$ cat src/design/phy_codec_pkg.sv
// Shared types and constants for the transceiver symbol codec
package phy_codec_pkg;

    localparam logic [4:0] SYM_IDLE = 5'h1F;
    localparam logic [4:0] SYM_J    = 5'h18;
    localparam logic [4:0] SYM_K    = 5'h11;
    localparam logic [4:0] SYM_T    = 5'h0D;
    localparam logic [4:0] SYM_R    = 5'h07;
    localparam logic [4:0] SYM_H    = 5'h04;

    localparam logic [3:0] NIB_PREAMBLE = 4'h5;
    localparam logic [3:0] NIB_ZERO     = 4'h0;

    // Cycles of silence on the receive line; unused, the link is judged lost once sig_100 and sig_10 are both low
    localparam int         LINK_IDLE_CYC = 16;
    localparam logic [4:0] LINK_IDLE_MAX = 5'(LINK_IDLE_CYC - 1);

    // Ability bit positions, listed in priority order from highest
    localparam int ABIL_W      = 4;
    localparam int ABIL_100FD  = 3;
    localparam int ABIL_100HD  = 2;
    localparam int ABIL_10FD   = 1;
    localparam int ABIL_10HD   = 0;

    localparam logic [3:0] ABIL_NONE = 4'h0;

    typedef enum logic [1:0] {
        RX_HUNT   = 2'b00,
        RX_KWAIT  = 2'b01,
        RX_FRAME  = 2'b10,
        RX_RWAIT  = 2'b11
    } rx_state_t;

    typedef enum logic [1:0] {
        AN_IDLE   = 2'b00,
        AN_ACKW   = 2'b01,
        AN_UP     = 2'b10
    } an_state_t;

    // Nibble stream toward the reconciliation layer
    typedef struct packed {
        logic       valid;
        logic       err;
        logic [3:0] data;
    } nib_t;

    // Result of the five-bit lookup
    typedef struct packed {
        logic       is_data;
        logic       invalid;
        logic [3:0] nib;
    } dec_t;

endpackage

$ cat src/design/sym_lut.sv
// Registered five-bit to four-bit code-group lookup
`timescale 1ns/1ps
`default_nettype none
module sym_lut
    import phy_codec_pkg::*;
(
    input  wire logic       clk,
    input  wire logic       rst_b,
    input  wire logic [4:0] sym,
    output var  dec_t       dec_ff
);
    dec_t nxt_dec;

    always_comb begin
        nxt_dec = '{is_data: 1'b1, invalid: 1'b0, nib: 4'h0};
        unique case (sym)
            5'h1E: nxt_dec.nib = 4'h0;
            5'h09: nxt_dec.nib = 4'h1;
            5'h14: nxt_dec.nib = 4'h2;
            5'h15: nxt_dec.nib = 4'h3;
            5'h0A: nxt_dec.nib = 4'h4;
            5'h0B: nxt_dec.nib = 4'h5;
            5'h0E: nxt_dec.nib = 4'h6;
            5'h0F: nxt_dec.nib = 4'h7;
            5'h12: nxt_dec.nib = 4'h8;
            5'h13: nxt_dec.nib = 4'h9;
            5'h16: nxt_dec.nib = 4'hA;
            5'h17: nxt_dec.nib = 4'hB;
            5'h1A: nxt_dec.nib = 4'hC;
            5'h1B: nxt_dec.nib = 4'hD;
            5'h1C: nxt_dec.nib = 4'hE;
            5'h1D: nxt_dec.nib = 4'hF;
            SYM_IDLE, SYM_J, SYM_K, SYM_T, SYM_R, SYM_H: begin
                nxt_dec.is_data = 1'b0;
                nxt_dec.nib     = (sym == SYM_J || sym == SYM_K) ? NIB_PREAMBLE : 4'h0;
            end
            default: begin
                nxt_dec.is_data = 1'b0;
                nxt_dec.invalid = 1'b1;
            end
        endcase
    end

    always_ff @(posedge clk or negedge rst_b) begin
        if (!rst_b) begin
            dec_ff <= '0;
        end else begin
            dec_ff <= nxt_dec;
        end
    end
endmodule
`default_nettype wire

$ cat src/design/phy_symbol_decode_crs_col.sv
// Transceiver digital core: 4B/5B receive, 10M Manchester, CRS/COL, link resolution
//
// Functional notes
// - Each aligned five-bit code group is turned into a nibble by a fixed table.
// - The J/K start pair is removed and two preamble nibbles are sent in its place.
// - The T/R end pair is removed and never reaches the nibble side.
// - Alignment starts only after a J/K pair and then stays on that boundary.
// - In 10 Mb/s mode transmit nibbles are serialised and Manchester encoded.
// - In 10 Mb/s mode received Manchester bits are decoded and regrouped into nibbles.
// - Half duplex flags a collision whenever transmit and receive are both active.
// - Full duplex never flags a collision.
// - Half duplex raises carrier sense while transmitting or receiving.
// - Full duplex raises carrier sense only while receiving.
// - Both ends advertise abilities, acknowledge the partner and drop unshared modes.
// - Among shared modes exactly one is chosen by fixed priority.
// - A non-negotiating partner is matched by the kind of signal it sends.
`timescale 1ns/1ps
`default_nettype none
module phy_symbol_decode_crs_col
    import phy_codec_pkg::*;
(
    input  wire logic       clk,
    input  wire logic       rst_b,
    input  wire logic       rx_bit,
    input  wire logic       rx_bit_en,
    input  wire logic       tx_en,
    input  wire logic [3:0] tx_nib,
    input  wire logic       speed_100,
    input  wire logic       an_enable,
    input  wire logic [3:0] local_abil,
    input  wire logic [3:0] partner_abil,
    input  wire logic       partner_page,
    input  wire logic       partner_ack,
    input  wire logic       sig_100,
    input  wire logic       sig_10,
    output var  nib_t       rx_nib_ff,
    output var  logic       crs_ff,
    output var  logic       col_ff,
    output var  logic       man_tx_ff,
    output var  logic       tx_bit_req_ff,
    output var  logic       an_ack_ff,
    output var  logic [3:0] adv_abil_ff,
    output var  logic       link_up_ff,
    output var  logic [3:0] link_mode_ff
);
    // Line-side pins other than partner_abil pass two flops before any logic looks at them
    logic [1:0] s1_ff, s2_ff;
    logic [3:0] p1_ff, p2_ff;
    logic       rxb, rxe, pg, pa, s100, s10;

    always_ff @(posedge clk or negedge rst_b) begin
        if (!rst_b) begin
            s1_ff <= '0;
            s2_ff <= '0;
            p1_ff <= '0;
            p2_ff <= '0;
        end else begin
            s1_ff <= {rx_bit, rx_bit_en};
            s2_ff <= s1_ff;
            p1_ff <= {partner_page, partner_ack, sig_100, sig_10};
            p2_ff <= p1_ff;
        end
    end
    assign {rxb, rxe}         = s2_ff;
    assign {pg, pa, s100, s10} = p2_ff;

    // 100M receive: shift, hunt for J/K, then hold the 5-bit boundary
    logic [9:0] sh_ff, nxt_sh;
    logic [2:0] cnt_ff, nxt_cnt;
    rx_state_t  st_ff, nxt_st;
    logic       grp_ff, nxt_grp;
    logic       pre_ff, nxt_pre;
    logic [4:0] grp_sym_ff, nxt_grp_sym;
    logic       rx_act_ff, nxt_rx_act;
    logic       pend_ff, nxt_pend;
    dec_t       dec;
    logic [4:0] lut_in;

    assign lut_in = grp_sym_ff;

    sym_lut sym_lut_inst (
        .clk    (clk),
        .rst_b  (rst_b),
        .sym    (lut_in),
        .dec_ff (dec)
    );

    always_comb begin
        nxt_sh      = sh_ff;
        nxt_cnt     = cnt_ff;
        nxt_st      = st_ff;
        nxt_grp     = 1'b0;
        nxt_pre     = 1'b0;
        nxt_grp_sym = grp_sym_ff;
        nxt_rx_act  = rx_act_ff;
        if (speed_100 && rxe) begin
            nxt_sh = {sh_ff[8:0], rxb};
            unique case (st_ff)
                RX_HUNT: begin
                    if ({sh_ff[8:0], rxb} == {SYM_J, SYM_K}) begin
                        nxt_st     = RX_FRAME;
                        nxt_cnt    = 3'd0;
                        nxt_pre    = 1'b1;
                        nxt_rx_act = 1'b1;
                    end
                end
                RX_FRAME, RX_KWAIT, RX_RWAIT: begin
                    nxt_cnt = cnt_ff + 3'd1;
                    if (cnt_ff == 3'd4) begin
                        nxt_cnt     = 3'd0;
                        nxt_grp_sym = {sh_ff[3:0], rxb};
                        if ({sh_ff[3:0], rxb} == SYM_T) begin
                            nxt_st = RX_RWAIT;
                        end else if ({sh_ff[3:0], rxb} == SYM_IDLE
                                     || st_ff == RX_RWAIT) begin
                            nxt_st     = RX_HUNT;
                            nxt_rx_act = 1'b0;
                        end else begin
                            nxt_grp = 1'b1;
                        end
                    end
                end
            endcase
        end else if (!speed_100) begin
            nxt_st     = RX_HUNT;
            nxt_rx_act = 1'b0;
        end
    end

    always_ff @(posedge clk or negedge rst_b) begin
        if (!rst_b) begin
            sh_ff      <= '0;
            cnt_ff     <= '0;
            st_ff      <= RX_HUNT;
            grp_ff     <= 1'b0;
            pre_ff     <= 1'b0;
            grp_sym_ff <= '0;
            rx_act_ff  <= 1'b0;
        end else begin
            sh_ff      <= nxt_sh;
            cnt_ff     <= nxt_cnt;
            st_ff      <= nxt_st;
            grp_ff     <= nxt_grp;
            pre_ff     <= nxt_pre;
            grp_sym_ff <= nxt_grp_sym;
            rx_act_ff  <= nxt_rx_act;
        end
    end

    // 10M receive: each bit cell is two half-cell samples
    logic       half_ff, nxt_half;
    logic       first_ff, nxt_first;
    logic [3:0] mn_ff, nxt_mn;
    logic [1:0] mc_ff, nxt_mc;
    logic       mvld, nxt_mvld;
    logic       merr, nxt_merr;
    logic       m_act_ff, nxt_m_act;

    always_comb begin
        nxt_half  = half_ff;
        nxt_first = first_ff;
        nxt_mn    = mn_ff;
        nxt_mc    = mc_ff;
        nxt_mvld  = 1'b0;
        nxt_merr  = 1'b0;
        nxt_m_act = m_act_ff;
        if (speed_100 || !rxe) begin
            nxt_half  = 1'b0;
            nxt_mc    = 2'd0;
            nxt_m_act = 1'b0;
        end else begin
            nxt_m_act = 1'b1;
            nxt_half  = ~half_ff;
            if (!half_ff) begin
                nxt_first = rxb;
            end else begin
                nxt_merr = (first_ff == rxb); // No mid-cell transition
                nxt_mn   = {rxb, mn_ff[3:1]};
                nxt_mc   = mc_ff + 2'd1;
                nxt_mvld = (mc_ff == 2'd3);
            end
        end
    end

    always_ff @(posedge clk or negedge rst_b) begin
        if (!rst_b) begin
            half_ff  <= 1'b0;
            first_ff <= 1'b0;
            mn_ff    <= '0;
            mc_ff    <= '0;
            mvld     <= 1'b0;
            merr     <= 1'b0;
            m_act_ff <= 1'b0;
        end else begin
            half_ff  <= nxt_half;
            first_ff <= nxt_first;
            mn_ff    <= nxt_mn;
            mc_ff    <= nxt_mc;
            mvld     <= nxt_mvld;
            merr     <= nxt_merr;
            m_act_ff <= nxt_m_act;
        end
    end

    // Nibble output; lookup output lags grp_ff by one cycle
    logic grp_d_ff;
    nib_t nxt_nib;
    always_comb begin
        nxt_nib = '{valid: 1'b0, err: 1'b0, data: NIB_ZERO};
        if (pre_ff || pend_ff) begin
            nxt_nib = '{valid: 1'b1, err: 1'b0, data: NIB_PREAMBLE};
        end else if (grp_d_ff) begin
            nxt_nib = '{valid: 1'b1, err: dec.invalid, data: dec.nib};
        end else if (mvld) begin
            nxt_nib = '{valid: 1'b1, err: merr, data: nxt_mn};
        end
        nxt_pend = pre_ff;
    end

    always_ff @(posedge clk or negedge rst_b) begin
        if (!rst_b) begin
            grp_d_ff  <= 1'b0;
            pend_ff   <= 1'b0;
            rx_nib_ff <= '0;
        end else begin
            grp_d_ff  <= grp_ff;
            pend_ff   <= nxt_pend;
            rx_nib_ff <= nxt_nib;
        end
    end

    // 10M transmit: LSB first, two half cells per bit, bit n as ~b then b
    logic [3:0] tq_ff, nxt_tq;
    logic [2:0] tc_ff, nxt_tc;
    logic       nxt_man, nxt_req;
    always_comb begin
        nxt_tq  = tq_ff;
        nxt_tc  = tc_ff;
        nxt_man = 1'b0;
        nxt_req = 1'b0;
        if (!speed_100 && tx_en) begin
            if (tc_ff == 3'd0) begin
                nxt_tq = tx_nib;
            end
            nxt_man = (tc_ff[0]) ? tq_ff[0] : ~((tc_ff == 3'd0) ? tx_nib[0] : tq_ff[0]);
            if (tc_ff[0]) begin
                nxt_tq = {1'b0, tq_ff[3:1]};
            end
            nxt_tc  = tc_ff + 3'd1;
            nxt_req = (tc_ff == 3'd7);
        end else begin
            nxt_tc = 3'd0;
        end
    end

    always_ff @(posedge clk or negedge rst_b) begin
        if (!rst_b) begin
            tq_ff         <= '0;
            tc_ff         <= '0;
            man_tx_ff     <= 1'b0;
            tx_bit_req_ff <= 1'b0;
        end else begin
            tq_ff         <= nxt_tq;
            tc_ff         <= nxt_tc;
            man_tx_ff     <= nxt_man;
            tx_bit_req_ff <= nxt_req;
        end
    end

    // Link resolution, carrier sense and collision
    an_state_t  an_ff, nxt_an;
    logic [3:0] common, pick, nxt_mode;
    logic       fd, rx_on;
    assign common = local_abil & partner_abil;
    always_comb begin
        pick = ABIL_NONE;
        for (int i = 0; i < ABIL_W; i++) begin
            if (common[i]) begin
                pick = 4'(1 << i);
            end
        end
    end

    always_comb begin
        nxt_an   = an_ff;
        nxt_mode = link_mode_ff;
        unique case (an_ff)
            AN_IDLE: begin
                if (!an_enable || (!pg && (s100 || s10))) begin
                    // Half duplex only, and only if we support it at that speed
                    nxt_mode = s100 ? (local_abil & 4'b0100) : (local_abil & 4'b0001);
                    if (nxt_mode != ABIL_NONE) begin
                        nxt_an = AN_UP;
                    end
                end else if (pg) begin
                    nxt_an = AN_ACKW;
                end
            end
            AN_ACKW: begin
                if (pa && pick != ABIL_NONE) begin
                    nxt_mode = pick;
                    nxt_an   = AN_UP;
                end else if (!pg) begin
                    nxt_an = AN_IDLE;
                end
            end
            AN_UP: begin
                if (!s100 && !s10) begin
                    nxt_an   = AN_IDLE;
                    nxt_mode = ABIL_NONE;
                end
            end
            default: nxt_an = AN_IDLE;
        endcase
    end

    assign fd    = link_mode_ff[ABIL_100FD] | link_mode_ff[ABIL_10FD];
    assign rx_on = rx_act_ff | m_act_ff;

    always_ff @(posedge clk or negedge rst_b) begin
        if (!rst_b) begin
            an_ff        <= AN_IDLE;
            link_mode_ff <= ABIL_NONE;
            link_up_ff   <= 1'b0;
            an_ack_ff    <= 1'b0;
            adv_abil_ff  <= ABIL_NONE;
            crs_ff       <= 1'b0;
            col_ff       <= 1'b0;
        end else begin
            an_ff        <= nxt_an;
            link_mode_ff <= nxt_mode;
            link_up_ff   <= (nxt_an == AN_UP);
            an_ack_ff    <= (an_ff == AN_ACKW) && pg;
            adv_abil_ff  <= local_abil;
            crs_ff       <= fd ? rx_on : (rx_on | tx_en);
            col_ff       <= !fd && rx_on && tx_en;
        end
    end

    a_col_fd_never: assert property (@(posedge clk) disable iff (!rst_b)
        fd |=> !col_ff) else $error("collision in full duplex");
    a_col_hd_both: assert property (@(posedge clk) disable iff (!rst_b)
        (!fd && rx_on && tx_en) |=> col_ff) else $error("missed collision");
    a_crs_fd_tx: assert property (@(posedge clk) disable iff (!rst_b)
        (fd && !rx_on) |=> !crs_ff) else $error("crs on tx only, fd");
    a_crs_hd_tx: assert property (@(posedge clk) disable iff (!rst_b)
        (!fd && tx_en) |=> crs_ff) else $error("crs missing on tx");
    a_pre_two: assert property (@(posedge clk) disable iff (!rst_b)
        pre_ff |=> rx_nib_ff.valid && rx_nib_ff.data == NIB_PREAMBLE
        ##1 rx_nib_ff.valid && rx_nib_ff.data == NIB_PREAMBLE)
        else $error("preamble pair wrong");
    a_jk_align: assert property (@(posedge clk) disable iff (!rst_b)
        (st_ff == RX_HUNT) |=> !grp_ff) else $error("group before J/K");
    a_lut_data: assert property (@(posedge clk) disable iff (!rst_b)
        (grp_sym_ff == 5'h09) |=> (dec.nib == 4'h1 && !dec.invalid))
        else $error("lookup wrong");
    a_lut_bad: assert property (@(posedge clk) disable iff (!rst_b)
        (grp_sym_ff == 5'h00) |=> dec.invalid) else $error("invalid not flagged");
    a_tr_strip: assert property (@(posedge clk) disable iff (!rst_b)
        (st_ff == RX_RWAIT) |=> !grp_ff) else $error("T/R passed");
    a_an_onehot: assert property (@(posedge clk) disable iff (!rst_b)
        link_up_ff |-> $onehot(link_mode_ff)) else $error("mode not single");
    a_10m_req: assert property (@(posedge clk) disable iff (!rst_b)
        (!speed_100 && tx_en && tc_ff == 3'd7) |=> tx_bit_req_ff)
        else $error("nibble request late");

    c_frame: cover property (@(posedge clk) pre_ff);
    c_col: cover property (@(posedge clk) col_ff);
    c_an_up: cover property (@(posedge clk) an_ff == AN_ACKW ##1 an_ff == AN_UP);
    c_man_nib: cover property (@(posedge clk) mvld);
endmodule
`default_nettype wire

$ cat config.mk
export PLATFORM = sky130hd
export DESIGN_NAME = phy_symbol_decode_crs_col
export DESIGN_NICKNAME = d
export VERILOG_FILES = /design/src/design/phy_codec_pkg.sv /design/src/design/sym_lut.sv /design/src/design/phy_symbol_decode_crs_col.sv
export SDC_FILE = /design/constraint.sdc
export NUM_CORES = 1
export LEC_CHECK = 0
export BUFFER_PORTS_ARGS = -buffer_cell sky130_fd_sc_hd__buf_4
export CAP_MARGIN = 5
export CORE_MARGIN = 10
export CORE_UTILIZATION = 35
export CTS_CLUSTER_SIZE = 40
export DETAILED_ROUTE_END_ITERATION = 7
export GPL_TIMING_DRIVEN = 0
export PLACE_DENSITY_LB_ADDON = 0.15
export SLEW_MARGIN = 10
export SYNTH_ARGS = -nofsm -noshare
export SYNTH_HDL_FRONTEND = slang
export SYNTH_SLANG_ARGS = --single-unit
$ cat constraint.sdc
create_clock -name clk -period 1.7 [get_ports clk]
set_input_delay 0.17 -clock clk [delete_from_list [all_inputs] [get_ports clk]]
set_output_delay 0.17 -clock clk [all_outputs]
set_load 0.005 [all_outputs]
==> metrics.log <==
[metrics] Post-synth top cells: sky130_fd_sc_hd__dfrtp_1, sky130_fd_sc_hd__nand2_1, sky130_fd_sc_hd__nor2_1
[metrics] mux contribution to synthesized area: under 10%
[metrics] Arr. time, crit path: approximately 1.9 ns
[metrics] simple-gate share of the synthesized area: between 10% and 20%
[metrics] Chip Height: around 120 um
[metrics] Inserted Diodes: 0
[metrics] global-route wire length before repair: roughly 12000 um
[metrics] maximum number of pins on one net before global-route repair: 82
[metrics] Inserted Clock Buffers: 9
[metrics] count of buffering cells on the critical path with inverters included: 1
[metrics] failing checks: hold timing
[metrics] min cycle time layout: about 1.7 ns
[metrics] Placeable Area: slightly below 10000 um^2
[metrics] most instantiated flip-flop cell in the synthesis netlist: sky130_fd_sc_hd__dfrtp_1
[metrics] effective utilization at floorplan: a little over a third
[metrics] DRT iter0 DRCs: 104
[metrics] via count: around 2400
[metrics] data required time at the worst endpoint: 1.93 ns
[metrics] Min-Delay Path Class: primary input to asynchronous set/reset pin
[metrics] remaining number of nets flagged by the antenna check after routing: 0
[metrics] die width: 120 um
[metrics] cell area after synthesis: 3530 um^2
[metrics] family with the most delay on the worst path: compound AO/OA/AOI/OAI gates
[metrics] number of enable-type register cells in the synthesized netlist: 0
[metrics] share of the yosys chip area belonging to registers: ~57%
[metrics] DRC errors left: 0
[metrics] internal reg-to-reg setup slack: 0.01 ns
[metrics] HPWL after detailed placement: a little under 5000 um
[metrics] number of instances in the synthesized netlist: 307
[metrics] endpoint of the worst-slack reg-to-reg timing path: link_mode_ff[1]
[metrics] NumNets Final: 409
[metrics] sort of element at the start of the critical path: flip-flop
[metrics] path depth of the worst reg2reg path: 5
[metrics] number of input and output port buffers inserted: 42
[metrics] start-to-end type of the worst setup path: flip-flop to flip-flop
[metrics] top achievable clock speed: roughly 590 MHz
[metrics] cell type with the highest aggregate area in the netlist: sky130_fd_sc_hd__dfrtp_1
[metrics] top-level I/O count: 43
[metrics] setup total negative slack: 0 ns
[metrics] router iterations before antenna repair: 4
[metrics] RSZ-0062 raised after global routing: yes
[metrics] worst-case headroom to the max-slew limit: between 30% and 40%
[metrics] Overall Power: ~5.6 mW
[metrics] Fin Clk Skew: about 0.007 ns
[metrics] clock latency of the later-clocked register in the worst-skew pair: 0.34 ns
[metrics] Async SR Flop Fraction: 100%
[metrics] final hold slack: -0.00482 ns
[metrics] proportion of layout cells with a drive suffix above 1: between 20 and 25%
[metrics] global-route total usage across every layer: approximately a tenth
[metrics] total congestion overflow after global routing: 0
[metrics] power density over the cells: between 1000 and 1500 nW/um^2
[metrics] Distinct cells, synth: between 50 and 60
[metrics] post-synth net total: 340
[metrics] overall die area: 14500 um^2
[metrics] top cells by area in the synthesized netlist: sky130_fd_sc_hd__dfrtp_1, sky130_fd_sc_hd__mux2_1, sky130_fd_sc_hd__ha_1
[metrics] detail-routed via count per cell: ~4.8
[metrics] number of pins exceeding their max-slew limit in the final report: 0
[metrics] worst vdd rail ir drop: 0.523 mV
[metrics] most used standard cell by instance count after synthesis: sky130_fd_sc_hd__dfrtp_1
[metrics] transition time at the pin with the least slew margin: around 1 ns
[metrics] number of hold-slack violations in the final timing report: 15
[metrics] synthesized-area fraction occupied by adder cells: under 10%
[metrics] max-capacitance violation count: 0
[metrics] highest-delay cell along the critical path: sky130_fd_sc_hd__dfrtp_2
[metrics] # H-tree levels: 3
[metrics] number of register bits inferred by synthesis: 81
[metrics] run status: finished with violations
[metrics] Leakage Power: just over 2 nW
[metrics] synthesis-to-layout area growth: 25.3%
[metrics] CTS clk-pin slew, worst paths: about 0.08 ns
[metrics] Synth Area in Compound Gates: 13.8%
[metrics] top-area cell type share of the netlist area: between 50% and 60%
[metrics] Reg-to-Reg Start: an_ff[1]
[metrics] fin cells: 513
[metrics] delay of the slowest cell on the worst path: 0.43 ns
[metrics] Placed Cells incl. Taps: about 480
[metrics] Std-Cell Rows: 36
[metrics] number of setup violations in the final report: 0
[metrics] Routed Wire Length: between 6000 and 7000 um
[metrics] routability-driven placement congestion ratio: 0.793
[metrics] detailed-route wire length per cell: roughly 14 um
[metrics] deepest clock path buffer count: 2
[metrics] count of yosys warnings during synthesis: 0
[metrics] chain of cells forming the critical path: inv_2, ha_2, a311o_1, a21oi_2, mux2_4
[metrics] CTS sink count: between 80 and 90
[metrics] dominant combinational cell family by area after synthesis: compound AO/OA/AOI/OAI gates
[metrics] antenna violations before repair: 0
[metrics] post-synthesis average cell area: roughly 12 um^2
[metrics] Post-Synth XOR/XNOR Area: between 1 and 1.5%
[metrics] number of global-route vias before repair: around 2500
[metrics] CP max FO: 5
[metrics] Worst setup EP type: flip-flop
[metrics] CTS tree: built
[metrics] final critical-path share of the clock period: 99.2%
[metrics] CTS Root Buffer Type: sky130_fd_sc_hd__clkbuf_8
-- worst max-delay path by stage --
stage,startpoint,endpoint,cells past startpoint
final,an_ff[1],link_mode_ff[1],5
after global routing,an_ff[1],link_mode_ff[0],6
after CTS,an_ff[0],link_mode_ff[1],6
after detailed placement,an_ff[0],link_mode_ff[1],6
after global placement,an_ff[0],link_mode_ff[1],6
after floorplan,an_ff[0],link_mode_ff[1],6
-- layout make-up --
cell class	instances	area, um^2
repair buffers	58	464
flip-flops and latches	81	2030
multi-input cells	202	1480
inverters	14	52.6
clock buffers	12	155
clock inverters	3	40.0
well taps	133	166
plain buffers	10	40.0
fillers	952	5390
-- registers in the layout, summed over array words and instances (netlist names), 2 cells and up --
name	flops
s1_ff	2
st_ff	2
adv_abil_ff	4
p1_ff	4
s2_ff	2
rx_nib_ff	6
p2_ff	4
mc_ff	2
cnt_ff	3
tc_ff	3
link_mode_ff	4
grp_sym_ff	5
sh_ff	9
tq_ff	4
sym_lut_inst.dec_ff	5
an_ff	2
mn_ff	4
-- timing repair --
action,in CTS,in global routing
cloned,0,0
hold buffers,9,1
hold endpoints to repair,10,1
pin swaps,0,3
setup endpoints to repair,5,12
setup buffers,2,4
resized for setup,2,14
-- layout by cell type, fill, tap and decap left out, drive strengths merged, types with 13 or more instances in the layout --
| cell | synthesis | routed |
|---|---|---|
| buf | 2 | 50 |
| clkbuf | 8 | 20 |
| dfrtp | 81 | 81 |
| inv | 14 | 14 |
| mux2 | 18 | 18 |
| nand2 | 28 | 28 |
| nor2 | 22 | 22 |
| o21ai | 13 | 13 |
-- stage by stage --
stage / setup slack (ns) / instance area, um^2 / util, %
4_1_cts: -0.0351 / 4320 / 44.0
3_5_place_dp: -0.136 / 4020 / 40.9
3_3_place_gp: -0.137 / 4020 / 40.9
5_1_grt: -0.0965 / 4430 / 45.1
2_1_floorplan: 0.00329 / 3530 / -
6_report: 0.0132 / 4430 / 45.1
-- routing by layer --
| metal | global-route usage [%] | part of all wire [%] | vias to the layer above |
|---|---|---|---|
| met5 | 0 | 0 | - |
| met4 | 4.68 | 1.5 | 0 |
| li1 | - | - | 1218 |
| met2 | 16.3 | 49 | 48 |
| met3 | 3.68 | 5.6 | 8 |
| met1 | 11.2 | 44 | 1175 |
-- where the power goes --
part / internal, mW / switching (mW) / leakage (nW)
registers: 2.31 / 0.309 / 1.03
logic: 0.816 / 0.772 / 0.922
clock network: 0.747 / 0.634 / 0.102
total: 3.88 / 1.72 / 2.05
-- worst reg2reg max path, delay by kind of cell (launching register included) --
kind / cells / cell delay [ns]
buffers and inverters: 1 / 0.08
AO/OA/AOI/OAI: 2 / 0.55
multiplexers: 1 / 0.31
flip-flops: 1 / 0.43
adder cells (fa/ha/maj): 1 / 0.21
-- cells by family (layout without fill, tap and decap cells) --
| family | after synthesis | in the layout |
|---|---|---|
| AO/OA/AOI/OAI | 68 | 68 |
| XOR/XNOR | 6 | 6 |
| adder cells (fa/ha/maj) | 10 | 10 |
| buffers and inverters | 24 | 97 |
| flip-flops | 81 | 81 |
| multiplexers | 24 | 24 |
| AND/OR/NAND/NOR | 94 | 94 |
Note: power is estimated with default switching activity, not from simulation.
